$ cat config.mk
export PLATFORM = sky130hd
export DESIGN_NAME = mie_core
export DESIGN_NICKNAME = d
export VERILOG_FILES = /design/src/rtl/mie_pkg.sv /design/src/rtl/mie_core.sv
export VERILOG_INCLUDE_DIRS = /design/src /design/src/rtl
export SDC_FILE = /design/constraint.sdc
export NUM_CORES = 1
export LEC_CHECK = 0
export BUFFER_PORTS_ARGS = -buffer_cell sky130_fd_sc_hd__buf_4
export CORE_MARGIN = 2
export CORE_UTILIZATION = 30
export CTS_CLUSTER_DIAMETER = 60
export DETAILED_ROUTE_END_ITERATION = 16
export GPL_TIMING_DRIVEN = 0
export HOLD_SLACK_MARGIN = 0.06
export PLACE_DENSITY = 0.48
export SETUP_SLACK_MARGIN = 0.4
export SKIP_CTS_REPAIR_TIMING = 1
export SLEW_MARGIN = 20
export SYNTH_ARGS = -nofsm -noshare
export SYNTH_HDL_FRONTEND = slang
export SYNTH_SLANG_ARGS = --single-unit
$ cat constraint.sdc
create_clock -name mclk_i -period 13.2 [get_ports mclk_i]
set_clock_uncertainty 0.05 [all_clocks]
set_input_delay 1.98 -clock mclk_i [delete_from_list [all_inputs] [get_ports mclk_i]]
set_output_delay 1.98 -clock mclk_i [all_outputs]
set_load 0.005 [all_outputs]
$ cat src/rtl/mie_defs.svh
// constants for the instruction execute subset: offsets, fields, reset values, timing
`ifndef MIE_DEFS_SVH
`define MIE_DEFS_SVH
`define MIE_DATA_W        8
`define MIE_PC_W          12
`define MIE_MEM_DEPTH     160
`define MIE_PCL_ADDR      8'h06
`define MIE_CLKS_PER_CYC  4
`define MIE_REG_CTRL      8'h00
`define MIE_REG_FLAGS     8'h04
`define MIE_REG_ACC       8'h08
`define MIE_REG_PC_LO     8'h0c
`define MIE_REG_PC_HI     8'h10
`define MIE_REG_WDT       8'h14
`define MIE_FLAG_Z        0
`define MIE_FLAG_C        1
`define MIE_FLAG_AC       2
`define MIE_FLAG_PDF      3
`define MIE_FLAG_TO       4
`define MIE_CTRL_GIE      0
`define MIE_CTRL_WDT_EN   1
`define MIE_RST_CTRL      8'h02
`define MIE_RST_BYTE      8'h00
`define MIE_RST_PC        12'h000
`endif

$ cat src/rtl/mie_pkg.sv
// types shared by the instruction execute subset
package mie_pkg;
  typedef enum logic [4:0] {
    WATCHDOG_PRECLEAR_FIRST,
    WATCHDOG_PRECLEAR_SECOND,
    COMPLEMENT_MEMORY,
    COMPLEMENT_TO_WORKING_REG,
    DECIMAL_ADJUST,
    DECREMENT_MEMORY,
    DECREMENT_TO_WORKING_REG,
    INCREMENT_MEMORY,
    INCREMENT_TO_WORKING_REG,
    POWER_DOWN,
    DIRECT_JUMP,
    MOVE_IMM_TO_WORKING_REG,
    MOVE_MEM_TO_WORKING_REG,
    MOVE_WORKING_REG_TO_MEM,
    OR_MEM_TO_WORKING_REG,
    OR_IMM_TO_WORKING_REG,
    OR_INTO_MEMORY,
    RETURN_SUBROUTINE,
    RETURN_WITH_VALUE,
    RETURN_FROM_INTERRUPT,
    ROTATE_LEFT_MEMORY,
    ROTATE_LEFT_TO_WORKING_REG,
    NO_OPERATION
  } mie_op_e;

  typedef struct packed {
    mie_op_e      op;
    logic [7:0]   addr;
    logic [7:0]   imm;
    logic [11:0]  target;
  } mie_instr_s;

  typedef struct packed {
    logic [7:0]   addr;
    logic [31:0]  wdata;
    logic         we;
    logic         re;
  } mie_bus_req_s;
endpackage

$ cat src/rtl/mie_core.sv
// execute stage for a subset of an 8-bit microcontroller instruction set
// Behaviour
// - both preclear instructions executed: watchdog counter zero, power-down and timeout flags cleared
// - only one preclear executed: record it, leave watchdog and both flags alone
// - complement memory inverts addressed byte, writes it back, updates zero only
// - complement to working register inverts byte into it, memory unchanged, zero only
// - low nibble above 9 or half carry: add 6, make nibble carry
// - high nibble plus nibble carry above 9 or carry: add 6, set carry
// - decrement subtracts one, zero flag only, memory or working register destination
// - increment adds one, zero flag only, memory or working register destination
// - power down stops execution and system clock, keeps memory and registers
// - power down clears watchdog and prescaler, sets power-down, clears timeout, pc plus one
// - direct jump loads pc from instruction, no flag changes
// - moves copy immediate or memory to working register, or back, no flags
// - or operations update zero only; or into memory writes memory
// - subroutine return reloads pc from stack, two cycles, no flags
// - return with value restores pc and loads immediate into working register
// - return from interrupt restores pc and sets global interrupt enable
// - left rotates move bit 7 into bit 0, no flags
// - no operation only advances pc
// - writing pc low byte adds one instruction cycle of four clocks
//
// The register offsets and strobed register access were left to the implementer.
`timescale 1ns/1ps
`include "mie_defs.svh"
`default_nettype none
module mie_core
(
  input  wire logic                 mclk_i,
  input  wire logic                 rst_i,
  input  wire mie_pkg::mie_instr_s  instr_i,
  input  wire logic                 instr_valid_i,
  output logic                      instr_ready_o,
  input  wire logic [11:0]          stack_top_i,
  output logic                      stack_pop_o,
  input  wire logic                 wake_i,
  output logic                      sys_clk_en_o,
  output logic [11:0]               pc_o,
  output logic [7:0]                acc_o,
  input  wire mie_pkg::mie_bus_req_s bus_i,
  output logic [31:0]               rdata_o
);

  logic [7:0]   mem_q [0:`MIE_MEM_DEPTH-1];
  logic [7:0]   acc_q;
  logic [11:0]  pc_q;
  logic         z_q;
  logic         c_q;
  logic         ac_q;
  logic         pdf_q;
  logic         to_q;
  logic         gie_q;
  logic         wdt_en_q;
  logic         pre1_q;
  logic         pre2_q;
  logic [7:0]   wdt_q;
  logic [7:0]   presc_q;
  logic         halted_q;
  logic [3:0]   busy_q;
  logic         pop_q;
  logic [31:0]  rdata_q;
  logic         wake_s1_q;
  logic         wake_s2_q;

  logic         fire;
  logic [7:0]   m_val;
  logic [7:0]   res;
  logic         wr_mem;
  logic         wr_acc;
  logic         upd_z;
  logic         upd_c;
  logic         c_new;
  logic         jump;
  logic         ret;
  logic         two_cyc;
  logic         pcl_wr;
  logic         wdt_clr;
  logic         pre1_d;
  logic         pre2_d;
  logic [4:0]   lo_sum;
  logic         nib_c;
  logic [4:0]   hi_sum;
  logic [3:0]   hi_res;
  logic         wdt_ovf;
  logic         bus_wr_flags;
  logic         bus_wr_ctrl;

  // decoding shared by the register write path and the read path
  function automatic logic hit(input logic [7:0] a, input logic [7:0] off);
    hit = (a == off);
  endfunction

  assign fire          = instr_valid_i && instr_ready_o;
  assign instr_ready_o = (busy_q == 4'h0) && !halted_q;
  assign sys_clk_en_o  = !halted_q;
  assign stack_pop_o   = pop_q;
  assign pc_o          = pc_q;
  assign acc_o         = acc_q;
  assign rdata_o       = rdata_q;
  assign bus_wr_flags  = bus_i.we && hit(bus_i.addr, `MIE_REG_FLAGS);
  assign bus_wr_ctrl   = bus_i.we && hit(bus_i.addr, `MIE_REG_CTRL);

  // the pc low byte is mapped into data memory space
  always_comb
  begin
    if (instr_i.addr == `MIE_PCL_ADDR)
      m_val = pc_q[7:0];
    else if (instr_i.addr < `MIE_MEM_DEPTH)
      m_val = mem_q[instr_i.addr];
    else
      m_val = `MIE_RST_BYTE;
  end

  // decimal adjust nibble arithmetic
  always_comb
  begin
    lo_sum = {1'b0, acc_q[3:0]};
    nib_c  = 1'b0;
    if ((acc_q[3:0] > 4'h9) || ac_q)
    begin
      lo_sum = {1'b0, acc_q[3:0]} + 5'h06;
      nib_c  = lo_sum[4];
    end
    hi_sum = {1'b0, acc_q[7:4]} + {4'h0, nib_c};
    hi_res = hi_sum[3:0];
    c_new  = c_q;
    if ((hi_sum > 5'h09) || c_q)
    begin
      hi_res = hi_sum[3:0] + 4'h6;
      c_new  = 1'b1;
    end
  end

  always_comb
  begin
    res     = m_val;
    wr_mem  = 1'b0;
    wr_acc  = 1'b0;
    upd_z   = 1'b0;
    upd_c   = 1'b0;
    jump    = 1'b0;
    ret     = 1'b0;
    two_cyc = 1'b0;
    wdt_clr = 1'b0;
    pre1_d  = pre1_q;
    pre2_d  = pre2_q;
    case (instr_i.op)
      mie_pkg::WATCHDOG_PRECLEAR_FIRST:
      begin
        pre1_d = 1'b1;
        if (pre2_q)
        begin
          wdt_clr = 1'b1;
          pre1_d  = 1'b0;
          pre2_d  = 1'b0;
        end
      end
      mie_pkg::WATCHDOG_PRECLEAR_SECOND:
      begin
        pre2_d = 1'b1;
        if (pre1_q)
        begin
          wdt_clr = 1'b1;
          pre1_d  = 1'b0;
          pre2_d  = 1'b0;
        end
      end
      mie_pkg::COMPLEMENT_MEMORY:
      begin
        res    = ~m_val;
        wr_mem = 1'b1;
        upd_z  = 1'b1;
      end
      mie_pkg::COMPLEMENT_TO_WORKING_REG:
      begin
        res    = ~m_val;
        wr_acc = 1'b1;
        upd_z  = 1'b1;
      end
      mie_pkg::DECIMAL_ADJUST:
      begin
        res    = {hi_res, lo_sum[3:0]};
        wr_mem = 1'b1;
        upd_c  = 1'b1;
      end
      mie_pkg::DECREMENT_MEMORY:
      begin
        res    = m_val - 8'h01;
        wr_mem = 1'b1;
        upd_z  = 1'b1;
      end
      mie_pkg::DECREMENT_TO_WORKING_REG:
      begin
        res    = m_val - 8'h01;
        wr_acc = 1'b1;
        upd_z  = 1'b1;
      end
      mie_pkg::INCREMENT_MEMORY:
      begin
        res    = m_val + 8'h01;
        wr_mem = 1'b1;
        upd_z  = 1'b1;
      end
      mie_pkg::INCREMENT_TO_WORKING_REG:
      begin
        res    = m_val + 8'h01;
        wr_acc = 1'b1;
        upd_z  = 1'b1;
      end
      mie_pkg::POWER_DOWN:
        wdt_clr = 1'b1;
      mie_pkg::DIRECT_JUMP:
        jump = 1'b1;
      mie_pkg::MOVE_IMM_TO_WORKING_REG:
      begin
        res    = instr_i.imm;
        wr_acc = 1'b1;
      end
      mie_pkg::MOVE_MEM_TO_WORKING_REG:
        wr_acc = 1'b1;
      mie_pkg::MOVE_WORKING_REG_TO_MEM:
      begin
        res    = acc_q;
        wr_mem = 1'b1;
      end
      mie_pkg::OR_MEM_TO_WORKING_REG:
      begin
        res    = acc_q | m_val;
        wr_acc = 1'b1;
        upd_z  = 1'b1;
      end
      mie_pkg::OR_IMM_TO_WORKING_REG:
      begin
        res    = acc_q | instr_i.imm;
        wr_acc = 1'b1;
        upd_z  = 1'b1;
      end
      mie_pkg::OR_INTO_MEMORY:
      begin
        res    = acc_q | m_val;
        wr_mem = 1'b1;
        upd_z  = 1'b1;
      end
      mie_pkg::RETURN_SUBROUTINE:
      begin
        ret     = 1'b1;
        two_cyc = 1'b1;
      end
      mie_pkg::RETURN_WITH_VALUE:
      begin
        ret     = 1'b1;
        two_cyc = 1'b1;
        res     = instr_i.imm;
        wr_acc  = 1'b1;
      end
      mie_pkg::RETURN_FROM_INTERRUPT:
      begin
        ret     = 1'b1;
        two_cyc = 1'b1;
      end
      mie_pkg::ROTATE_LEFT_MEMORY:
      begin
        res    = {m_val[6:0], m_val[7]};
        wr_mem = 1'b1;
      end
      mie_pkg::ROTATE_LEFT_TO_WORKING_REG:
      begin
        res    = {m_val[6:0], m_val[7]};
        wr_acc = 1'b1;
      end
      default:
        res = m_val;
    endcase
  end

  assign pcl_wr  = wr_mem && (instr_i.addr == `MIE_PCL_ADDR);
  assign wdt_ovf = wdt_en_q && (presc_q == 8'hff) && (wdt_q == 8'hff);

  // instruction cycle pacing; a pc low byte write costs one extra cycle
  always_ff @(posedge mclk_i or posedge rst_i)
  begin
    if (rst_i)
      busy_q <= 4'h0;
    else if (fire)
      busy_q <= 4'(`MIE_CLKS_PER_CYC * (1 + (two_cyc ? 1 : 0) + (pcl_wr ? 1 : 0)) - 1);
    else if (busy_q != 4'h0)
      busy_q <= busy_q - 4'h1;
  end

  always_ff @(posedge mclk_i or posedge rst_i)
  begin
    if (rst_i)
      pc_q <= `MIE_RST_PC;
    else if (fire && jump)
      pc_q <= instr_i.target;
    else if (fire && ret)
      pc_q <= stack_top_i;
    else if (fire && pcl_wr)
      pc_q <= {pc_q[11:8], res};
    else if (fire)
      pc_q <= pc_q + 12'h001;
  end

  always_ff @(posedge mclk_i or posedge rst_i)
  begin
    if (rst_i)
      pop_q <= 1'b0;
    else
      pop_q <= fire && ret;
  end

  always_ff @(posedge mclk_i)
  begin
    if (fire && wr_mem && !pcl_wr && (instr_i.addr < `MIE_MEM_DEPTH))
      mem_q[instr_i.addr] <= res;
  end

  always_ff @(posedge mclk_i or posedge rst_i)
  begin
    if (rst_i)
      acc_q <= `MIE_RST_BYTE;
    else if (fire && wr_acc)
      acc_q <= res;
    else if (bus_i.we && hit(bus_i.addr, `MIE_REG_ACC))
      acc_q <= bus_i.wdata[7:0];
  end

  // arithmetic flags; execution takes precedence over a software write
  always_ff @(posedge mclk_i or posedge rst_i)
  begin
    if (rst_i)
    begin
      z_q  <= 1'b0;
      c_q  <= 1'b0;
      ac_q <= 1'b0;
    end
    else if (fire && (upd_z || upd_c))
    begin
      if (upd_z)
        z_q <= (res == 8'h00);
      if (upd_c)
        c_q <= c_new;
    end
    else if (bus_wr_flags)
    begin
      z_q  <= bus_i.wdata[`MIE_FLAG_Z];
      c_q  <= bus_i.wdata[`MIE_FLAG_C];
      ac_q <= bus_i.wdata[`MIE_FLAG_AC];
    end
  end

  always_ff @(posedge mclk_i or posedge rst_i)
  begin
    if (rst_i)
    begin
      pre1_q <= 1'b0;
      pre2_q <= 1'b0;
    end
    else if (fire)
    begin
      pre1_q <= pre1_d;
      pre2_q <= pre2_d;
    end
  end

  // watchdog: prescaler then counter; a timeout in the clearing cycle still lands
  always_ff @(posedge mclk_i or posedge rst_i)
  begin
    if (rst_i)
    begin
      presc_q <= `MIE_RST_BYTE;
      wdt_q   <= `MIE_RST_BYTE;
    end
    else if (fire && wdt_clr)
    begin
      presc_q <= `MIE_RST_BYTE;
      wdt_q   <= `MIE_RST_BYTE;
    end
    else if (wdt_en_q)
    begin
      presc_q <= presc_q + 8'h01;
      if (presc_q == 8'hff)
        wdt_q <= wdt_q + 8'h01;
    end
  end

  always_ff @(posedge mclk_i or posedge rst_i)
  begin
    if (rst_i)
    begin
      pdf_q <= 1'b0;
      to_q  <= 1'b0;
    end
    else
    begin
      if (fire && (instr_i.op == mie_pkg::POWER_DOWN))
        pdf_q <= 1'b1;
      else if (fire && wdt_clr)
        pdf_q <= 1'b0;
      if (wdt_ovf)
        to_q <= 1'b1;
      else if (fire && wdt_clr)
        to_q <= 1'b0;
    end
  end

  always_ff @(posedge mclk_i or posedge rst_i)
  begin
    if (rst_i)
    begin
      gie_q    <= 1'(`MIE_RST_CTRL >> `MIE_CTRL_GIE);
      wdt_en_q <= 1'(`MIE_RST_CTRL >> `MIE_CTRL_WDT_EN);
    end
    else
    begin
      if (fire && (instr_i.op == mie_pkg::RETURN_FROM_INTERRUPT))
        gie_q <= 1'b1;
      else if (bus_wr_ctrl)
        gie_q <= bus_i.wdata[`MIE_CTRL_GIE];
      if (bus_wr_ctrl)
        wdt_en_q <= bus_i.wdata[`MIE_CTRL_WDT_EN];
    end
  end

  // wake arrives from a pin, so it is synchronised before use
  always_ff @(posedge mclk_i or posedge rst_i)
  begin
    if (rst_i)
    begin
      wake_s1_q <= 1'b0;
      wake_s2_q <= 1'b0;
    end
    else
    begin
      wake_s1_q <= wake_i;
      wake_s2_q <= wake_s1_q;
    end
  end

  // halted keeps memory and registers while the watchdog keeps counting; only wake or a watchdog timeout resumes
  always_ff @(posedge mclk_i or posedge rst_i)
  begin
    if (rst_i)
      halted_q <= 1'b0;
    else if (fire && (instr_i.op == mie_pkg::POWER_DOWN))
      halted_q <= 1'b1;
    else if (wake_s2_q || wdt_ovf)
      halted_q <= 1'b0;
  end

  always_ff @(posedge mclk_i or posedge rst_i)
  begin
    if (rst_i)
      rdata_q <= 32'h0000_0000;
    else if (!bus_i.re)
      rdata_q <= 32'h0000_0000;
    else if (hit(bus_i.addr, `MIE_REG_CTRL))
      rdata_q <= {30'h0, wdt_en_q, gie_q};
    else if (hit(bus_i.addr, `MIE_REG_FLAGS))
      rdata_q <= {27'h0, to_q, pdf_q, ac_q, c_q, z_q};
    else if (hit(bus_i.addr, `MIE_REG_ACC))
      rdata_q <= {24'h0, acc_q};
    else if (hit(bus_i.addr, `MIE_REG_PC_LO))
      rdata_q <= {24'h0, pc_q[7:0]};
    else if (hit(bus_i.addr, `MIE_REG_PC_HI))
      rdata_q <= {28'h0, pc_q[11:8]};
    else if (hit(bus_i.addr, `MIE_REG_WDT))
      rdata_q <= {24'h0, wdt_q};
    else
      rdata_q <= 32'h0000_0000;
  end

endmodule
`default_nettype wire

Word-level counts from Yosys, hierarchy flattened --
Memory sizes are Yosys's and may differ from the RTL's. Index checks and enable logic that the tools add are counted.
Word-level totals: bits in writable memories 1280, logic and storage cells 188, bits in read-only memories 0, memories kept 1, flip-flop bits (word level) 85, latch bits 0, bits of input ports 91
Cells by class: eq/ne operators 33, multiply operators 0, bitwise logic cells 4, shift operators 0, reductions and logical operators 58, div/mod/pow operators 0, $lt $le $gt $ge 3, add/sub/neg operators 12, mux-type cells 57
Memory list:
- mem_q | depth 160, width 8, rd ports 1, clocked after memory_dff 0, wr ports 1, RTL line mie_core.sv:44 | logic [7:0] mem_q [0:`MIE_MEM_DEPTH-1];
Operator list (number):
- 8-bit 2-to-1 mux | 16
- 8-bit case mux with 9 select lines | 1
- 12-bit 2-to-1 mux | 4
- 5-bit by 4-bit equality test with 1-bit output (second input constant) | 8
- 5-bit equality test (second input constant) | 6
- 1-bit 2-to-1 mux | 29
- 8-bit by 1-bit adder with 8-bit output (second input constant) | 3
- 5-bit by 3-bit equality test with 1-bit output (second input constant) | 4
- 2-bit nonzero test | 10
- 1-bit logical AND | 19
- 9-bit OR reduction | 2
- 8-bit by 3-bit equality test with 1-bit output (second input constant) | 2
- 8-bit by 4-bit equality test with 1-bit output (second input constant) | 2
- 8-bit by 5-bit equality test with 1-bit output (second input constant) | 2
- 8-bit equality test (second input constant) | 2
- 8-bit logical NOT | 2
- 4-bit 2-to-1 mux | 4
- 8-bit bitwise OR | 2
- 12-bit by 1-bit adder with 12-bit output (second input constant) | 1
- 2-bit OR reduction | 6
- 5-bit by 2-bit equality test with 1-bit output (second input constant) | 2
- 2-bit AND reduction | 5
- 8-bit < comparator (second input constant) | 1
- 8-bit NOT | 1
- 24 further kinds | 33

Logic depth before layout (Yosys ltp) --
word-level depth 11, depth in mapped cells 25, depth with buffers taken out 19

Worst setup path after synthesis --
Ideal clock, no wire load.
path type input-to-reg, start in instr_i[20] (netlist name), end mem mem_q[0][6], data pin, stages 17, path slack 1.909 ns, data arrival time 10.105 ns, library setup time 1.136 ns, data required time 12.014 ns, cells stage by stage buf_6 -> buf_6 -> buf_4 -> buf_4 -> buf_4 -> mux4_2 -> a32oi_1 -> o22ai_1 -> o41a_1 -> ha_1 -> o21a_1 -> nor2_1 -> o21ai_0 -> xnor2_1 -> o221a_2 -> o21ai_1 -> a2bb2oi_1
Between the ends: word-level cells in the longest chain between the ends 5, elaborated cells between the ends (all ways) 10
RTL lines:
- start: declaration | RTL line mie_core.sv:31 | input wire mie_pkg::mie_instr_s instr_i,
- memory 160 x 8 bit / 8-bit < comparator (equally long branches)
- 8-bit 2-to-1 mux | RTL line mie_core.sv:108 | else if (instr_i.addr < `MIE_MEM_DEPTH)
- 8-bit 2-to-1 mux * | RTL line mie_core.sv:106 | if (instr_i.addr == `MIE_PCL_ADDR)
- 8-bit by 1-bit adder with 8-bit output, or another cell as far along | RTL line mie_core.sv:200, mie_core.sv:206
- 8-bit case mux with 9 select lines * | RTL line mie_core.sv:147 | case (instr_i.op)
- net res[6] | RTL line mie_core.sv:67 | logic [7:0] res;
- end: declaration | RTL line mie_core.sv:44
The timed path passes the listed nets; every way through them passes the cells marked *.

Worst setup path after layout --
start in instr_i[20] (netlist name), end mem mem_q[44][7], data pin
Same word-level chain as after synthesis.

==> metrics.txt <==
result of the run finished clean; number of vias in the routed layout 32.7k; power per unit of standard cell area approximately 160 nW/um2; area of combinational cells with multiple inputs ~14000 um2; share of layout cells above drive strength 1 approximately 22%; worst setup slack after layout between 3 and 4 ns; Critical Path Sink Type flip-flop; cell class contributing the biggest share of worst-path delay buffers and inverters; die width approximately 430 um; average via count per standard cell approximately 5.5; biggest area consumer among synthesized cells edfxtp_1; antenna cells 0; max-cap violation count 0; drc violations 0; post-layout util a little over a third; Mapped Cells 3090; worst-path fanout max 102; Syn Std Cell Area around 55000 um2; global-route met1 utilization 29.1%; library cell with the highest instance count after synthesis edfxtp_1; sequential standard cell area between 30000 and 40000 um2; TritonCTS clock tree done; drt initial violations 4222; setup repair after global routing missed its margin no; layout filler cell count 17.3k; clock net sink count 1341; Detailed Routing Iterations Pass 1 8; busiest grt layer met2; Data arrival, critical path around 10 ns; routed wirelength normalized by instance count 35.1 um; CTS root buffer clkbuf_16; total number of placement rows roughly 160; post-synth cell types 93; R2R Path End mem_q[44][7]$_DFFE_PP_; largest net degree at the start of global routing 121; final weighted congestion in routability-driven placement approximately 0.94; Clk pin slew, worst setup/hold paths around 0.060 ns; maximum operating frequency 103 MHz; Pleak roughly 0.021 uW; end point of the worst hold path wake_s2_q$_DFF_PP0_; met2 track demand over resource between 30% and 40%; largest stage delay on the critical path around 0.99 ns; die height 433 um; antenna violations before repair 12; gr ovfl total 0; via count of the first global-routing pass 31.8k; aggregate negative setup slack 0 ns; total core area 183000 um2; total power between 10000 and 15000 uW; critical hold path startpoint wake_s1_q$_DFF_PP0_; final critical-path required period roughly 9.7 ns; clock latency of the later-clocked register in the worst-skew pair 0.81 ns; number of top-level design ports 146; number of levels in the clock H-tree 4; register-to-register setup slack roughly 6.7 ns; global-route wire length before repair between 200000 and 300000 um; total number of yosys warnings 0; worst hold path cell count 0; initial standard-cell utilization of the core a little under a third; transition at the pin with the smallest max-transition slack around 1.3 ns; share of the clock period used by the worst path after layout between 70% and 80%; post-synthesis average cell area ~18 um2; top_reg_cell synth edfxtp_1; top post-synthesis cells by area edfxtp_1 70%, mux4_2 10%, mux2i_1 3.2%; max-slew violation count 0; share of flip-flops with an asynchronous set or reset after synthesis 4.55%; Cell Chain, Critical Path buf_4, buf_6, buf_6, nor2b_1, buf_2, buf_4, buf_2, buf_1, a2111oi_0, nor4_1, o211ai_1, a21oi_2, inv_1, ha_1, and3_1, o21ai_0, a21oi_1, or3_1, o211a_1, mux2i_1, a221o_1, inv_8, buf_16; final count of negative-setup-slack endpoints 0; data required time at the worst endpoint 13.66 ns; Max transition margin 13.7%; CP Launch Type primary input; synthesis-to-finish area growth 17.9%; highest ir drop seen on vdd about 0.00012 V; Num CTS Buffers 149; number of port buffers just over 90; number of enable flip-flop cells after synthesis roughly 1.3k; area of the die between 150000 and 200000 um2; most used standard cells in the synthesized netlist 1280 x edfxtp_1, 251 x mux4_2, 247 x nor2_1; total buffers and inverters traversed by the critical path 10; worst min-delay path category flip-flop to flip-flop; post-detailed-route count of antenna-violating nets 0; proportion of synthesized chip area in sequential cells between 70% and 80%; path depth of the worst reg2reg path 17; overall routing resource usage 22.2%; Post-layout nets 3512; total half-perimeter wirelength after legalization and detailed placement approximately 140000 um; maximum buffer depth of the clock tree 3; total wirelength of the detailed-routed design 210000 um; worst slack, placed between 2 and 3 ns; final count of hold timing violations 0; flip-flop and latch count after synthesis 1341; startpoint of the lowest-slack register-to-register path mem_q[24][5]$_DFFE_PP_; Global Route met3 Usage under 10%; cell with the largest stage delay on the worst path buf_1; Yosys top cell area share 69.7%; category of the critical setup timing path primary input to flip-flop
-- cell type report --
| type | instances | share of cell area, % |
|---|---|---|
| Buffer | 195 | 1.90 |
| Clock buffer | 189 | 6.05 |
| Clock inverter | 84 | 1.42 |
| Inverter | 31 | 0.218 |
| Multi-Input combinational cell | 1554 | 21.6 |
| Sequential cell | 1341 | 61.5 |
| Tap cell | 2464 | 4.74 |
| Timing Repair Buffer | 133 | 2.54 |
-- cell usage in the layout (no fill, tap or decap), types with 50 or more instances in the layout --
master,count
nand2_1,165
dfrtp_1,60
mux4_2,251
clkbuf_16,151
o21ai_0,50
a22oi_1,108
nand3_1,72
buf_4,160
mux2i_1,176
nor2_1,245
edfxtp_1,1280
clkbuf_1,95
a21oi_1,66
-- layer usage --
| metal | wire, um | share of wire, % |
|---|---|---|
| met5 | 20 | 0.0095 |
| met4 | 10100 | 4.8 |
| met3 | 18200 | 8.7 |
| met2 | 96800 | 46 |
| met1 | 85200 | 41 |
-- kinds of logic (layout without fill, tap and decap cells) --
group / Yosys count / in the layout / share of synthesized area, %
xor+xnor: 30 / 30 / 0.477
other cells: 1 / 32 / 0.00680
mux: 440 / 440 / 13.8
compound gates: 388 / 388 / 5.03
simple gates: 647 / 647 / 5.40
flops: 1341 / 1341 / 72.5
buf+inv: 226 / 632 / 2.44
fa+ha+maj: 17 / 17 / 0.395
-- stage by stage --
step	hold WS [ns]	std cells	area [um2]
final	0.304	5991	65000
after global routing	0.322	5991	65000
after detailed placement	0.297	5718	60100
after CTS	0.310	5991	65000
after global placement	0.293	5678	59000
after floorplan	0.281	3121	55300
-- worst max path at each step --
| stage | cells after the start | to | from | slack, ns |
|---|---|---|---|---|
| 2_1_floorplan | 17 | mem_q[0][6]$_DFFE_PP_ | instr_i[20] | 1.91 |
| 3_3_place_gp | 21 | mem_q[156][6]$_DFFE_PP_ | instr_i[20] | -9.00 |
| 3_5_place_dp | 23 | mem_q[156][7]$_DFFE_PP_ | instr_i[20] | 2.98 |
| 4_1_cts | 23 | mem_q[133][7]$_DFFE_PP_ | instr_i[20] | 3.81 |
| 5_1_grt | 23 | mem_q[44][7]$_DFFE_PP_ | instr_i[20] | 3.44 |
| 6_report | 23 | mem_q[44][7]$_DFFE_PP_ | instr_i[20] | 3.54 |
-- sequential cells by signal, summed over array words and instances (netlist names), 4 cells and up --
signal,count
busy_q,4
presc_q,8
wdt_q,8
pc_o,12
acc_o,8
mem_q,1280
rdata_o,8
-- power by group --
part           total, uW  leakage, uW  internal, uW  switching [uW]
Combinational       1330      0.00648           443             888
Sequential          5070       0.0123          4960             110
Clock               4200      0.00234          2390            1810
Note: power is estimated with default switching activity, not from simulation.
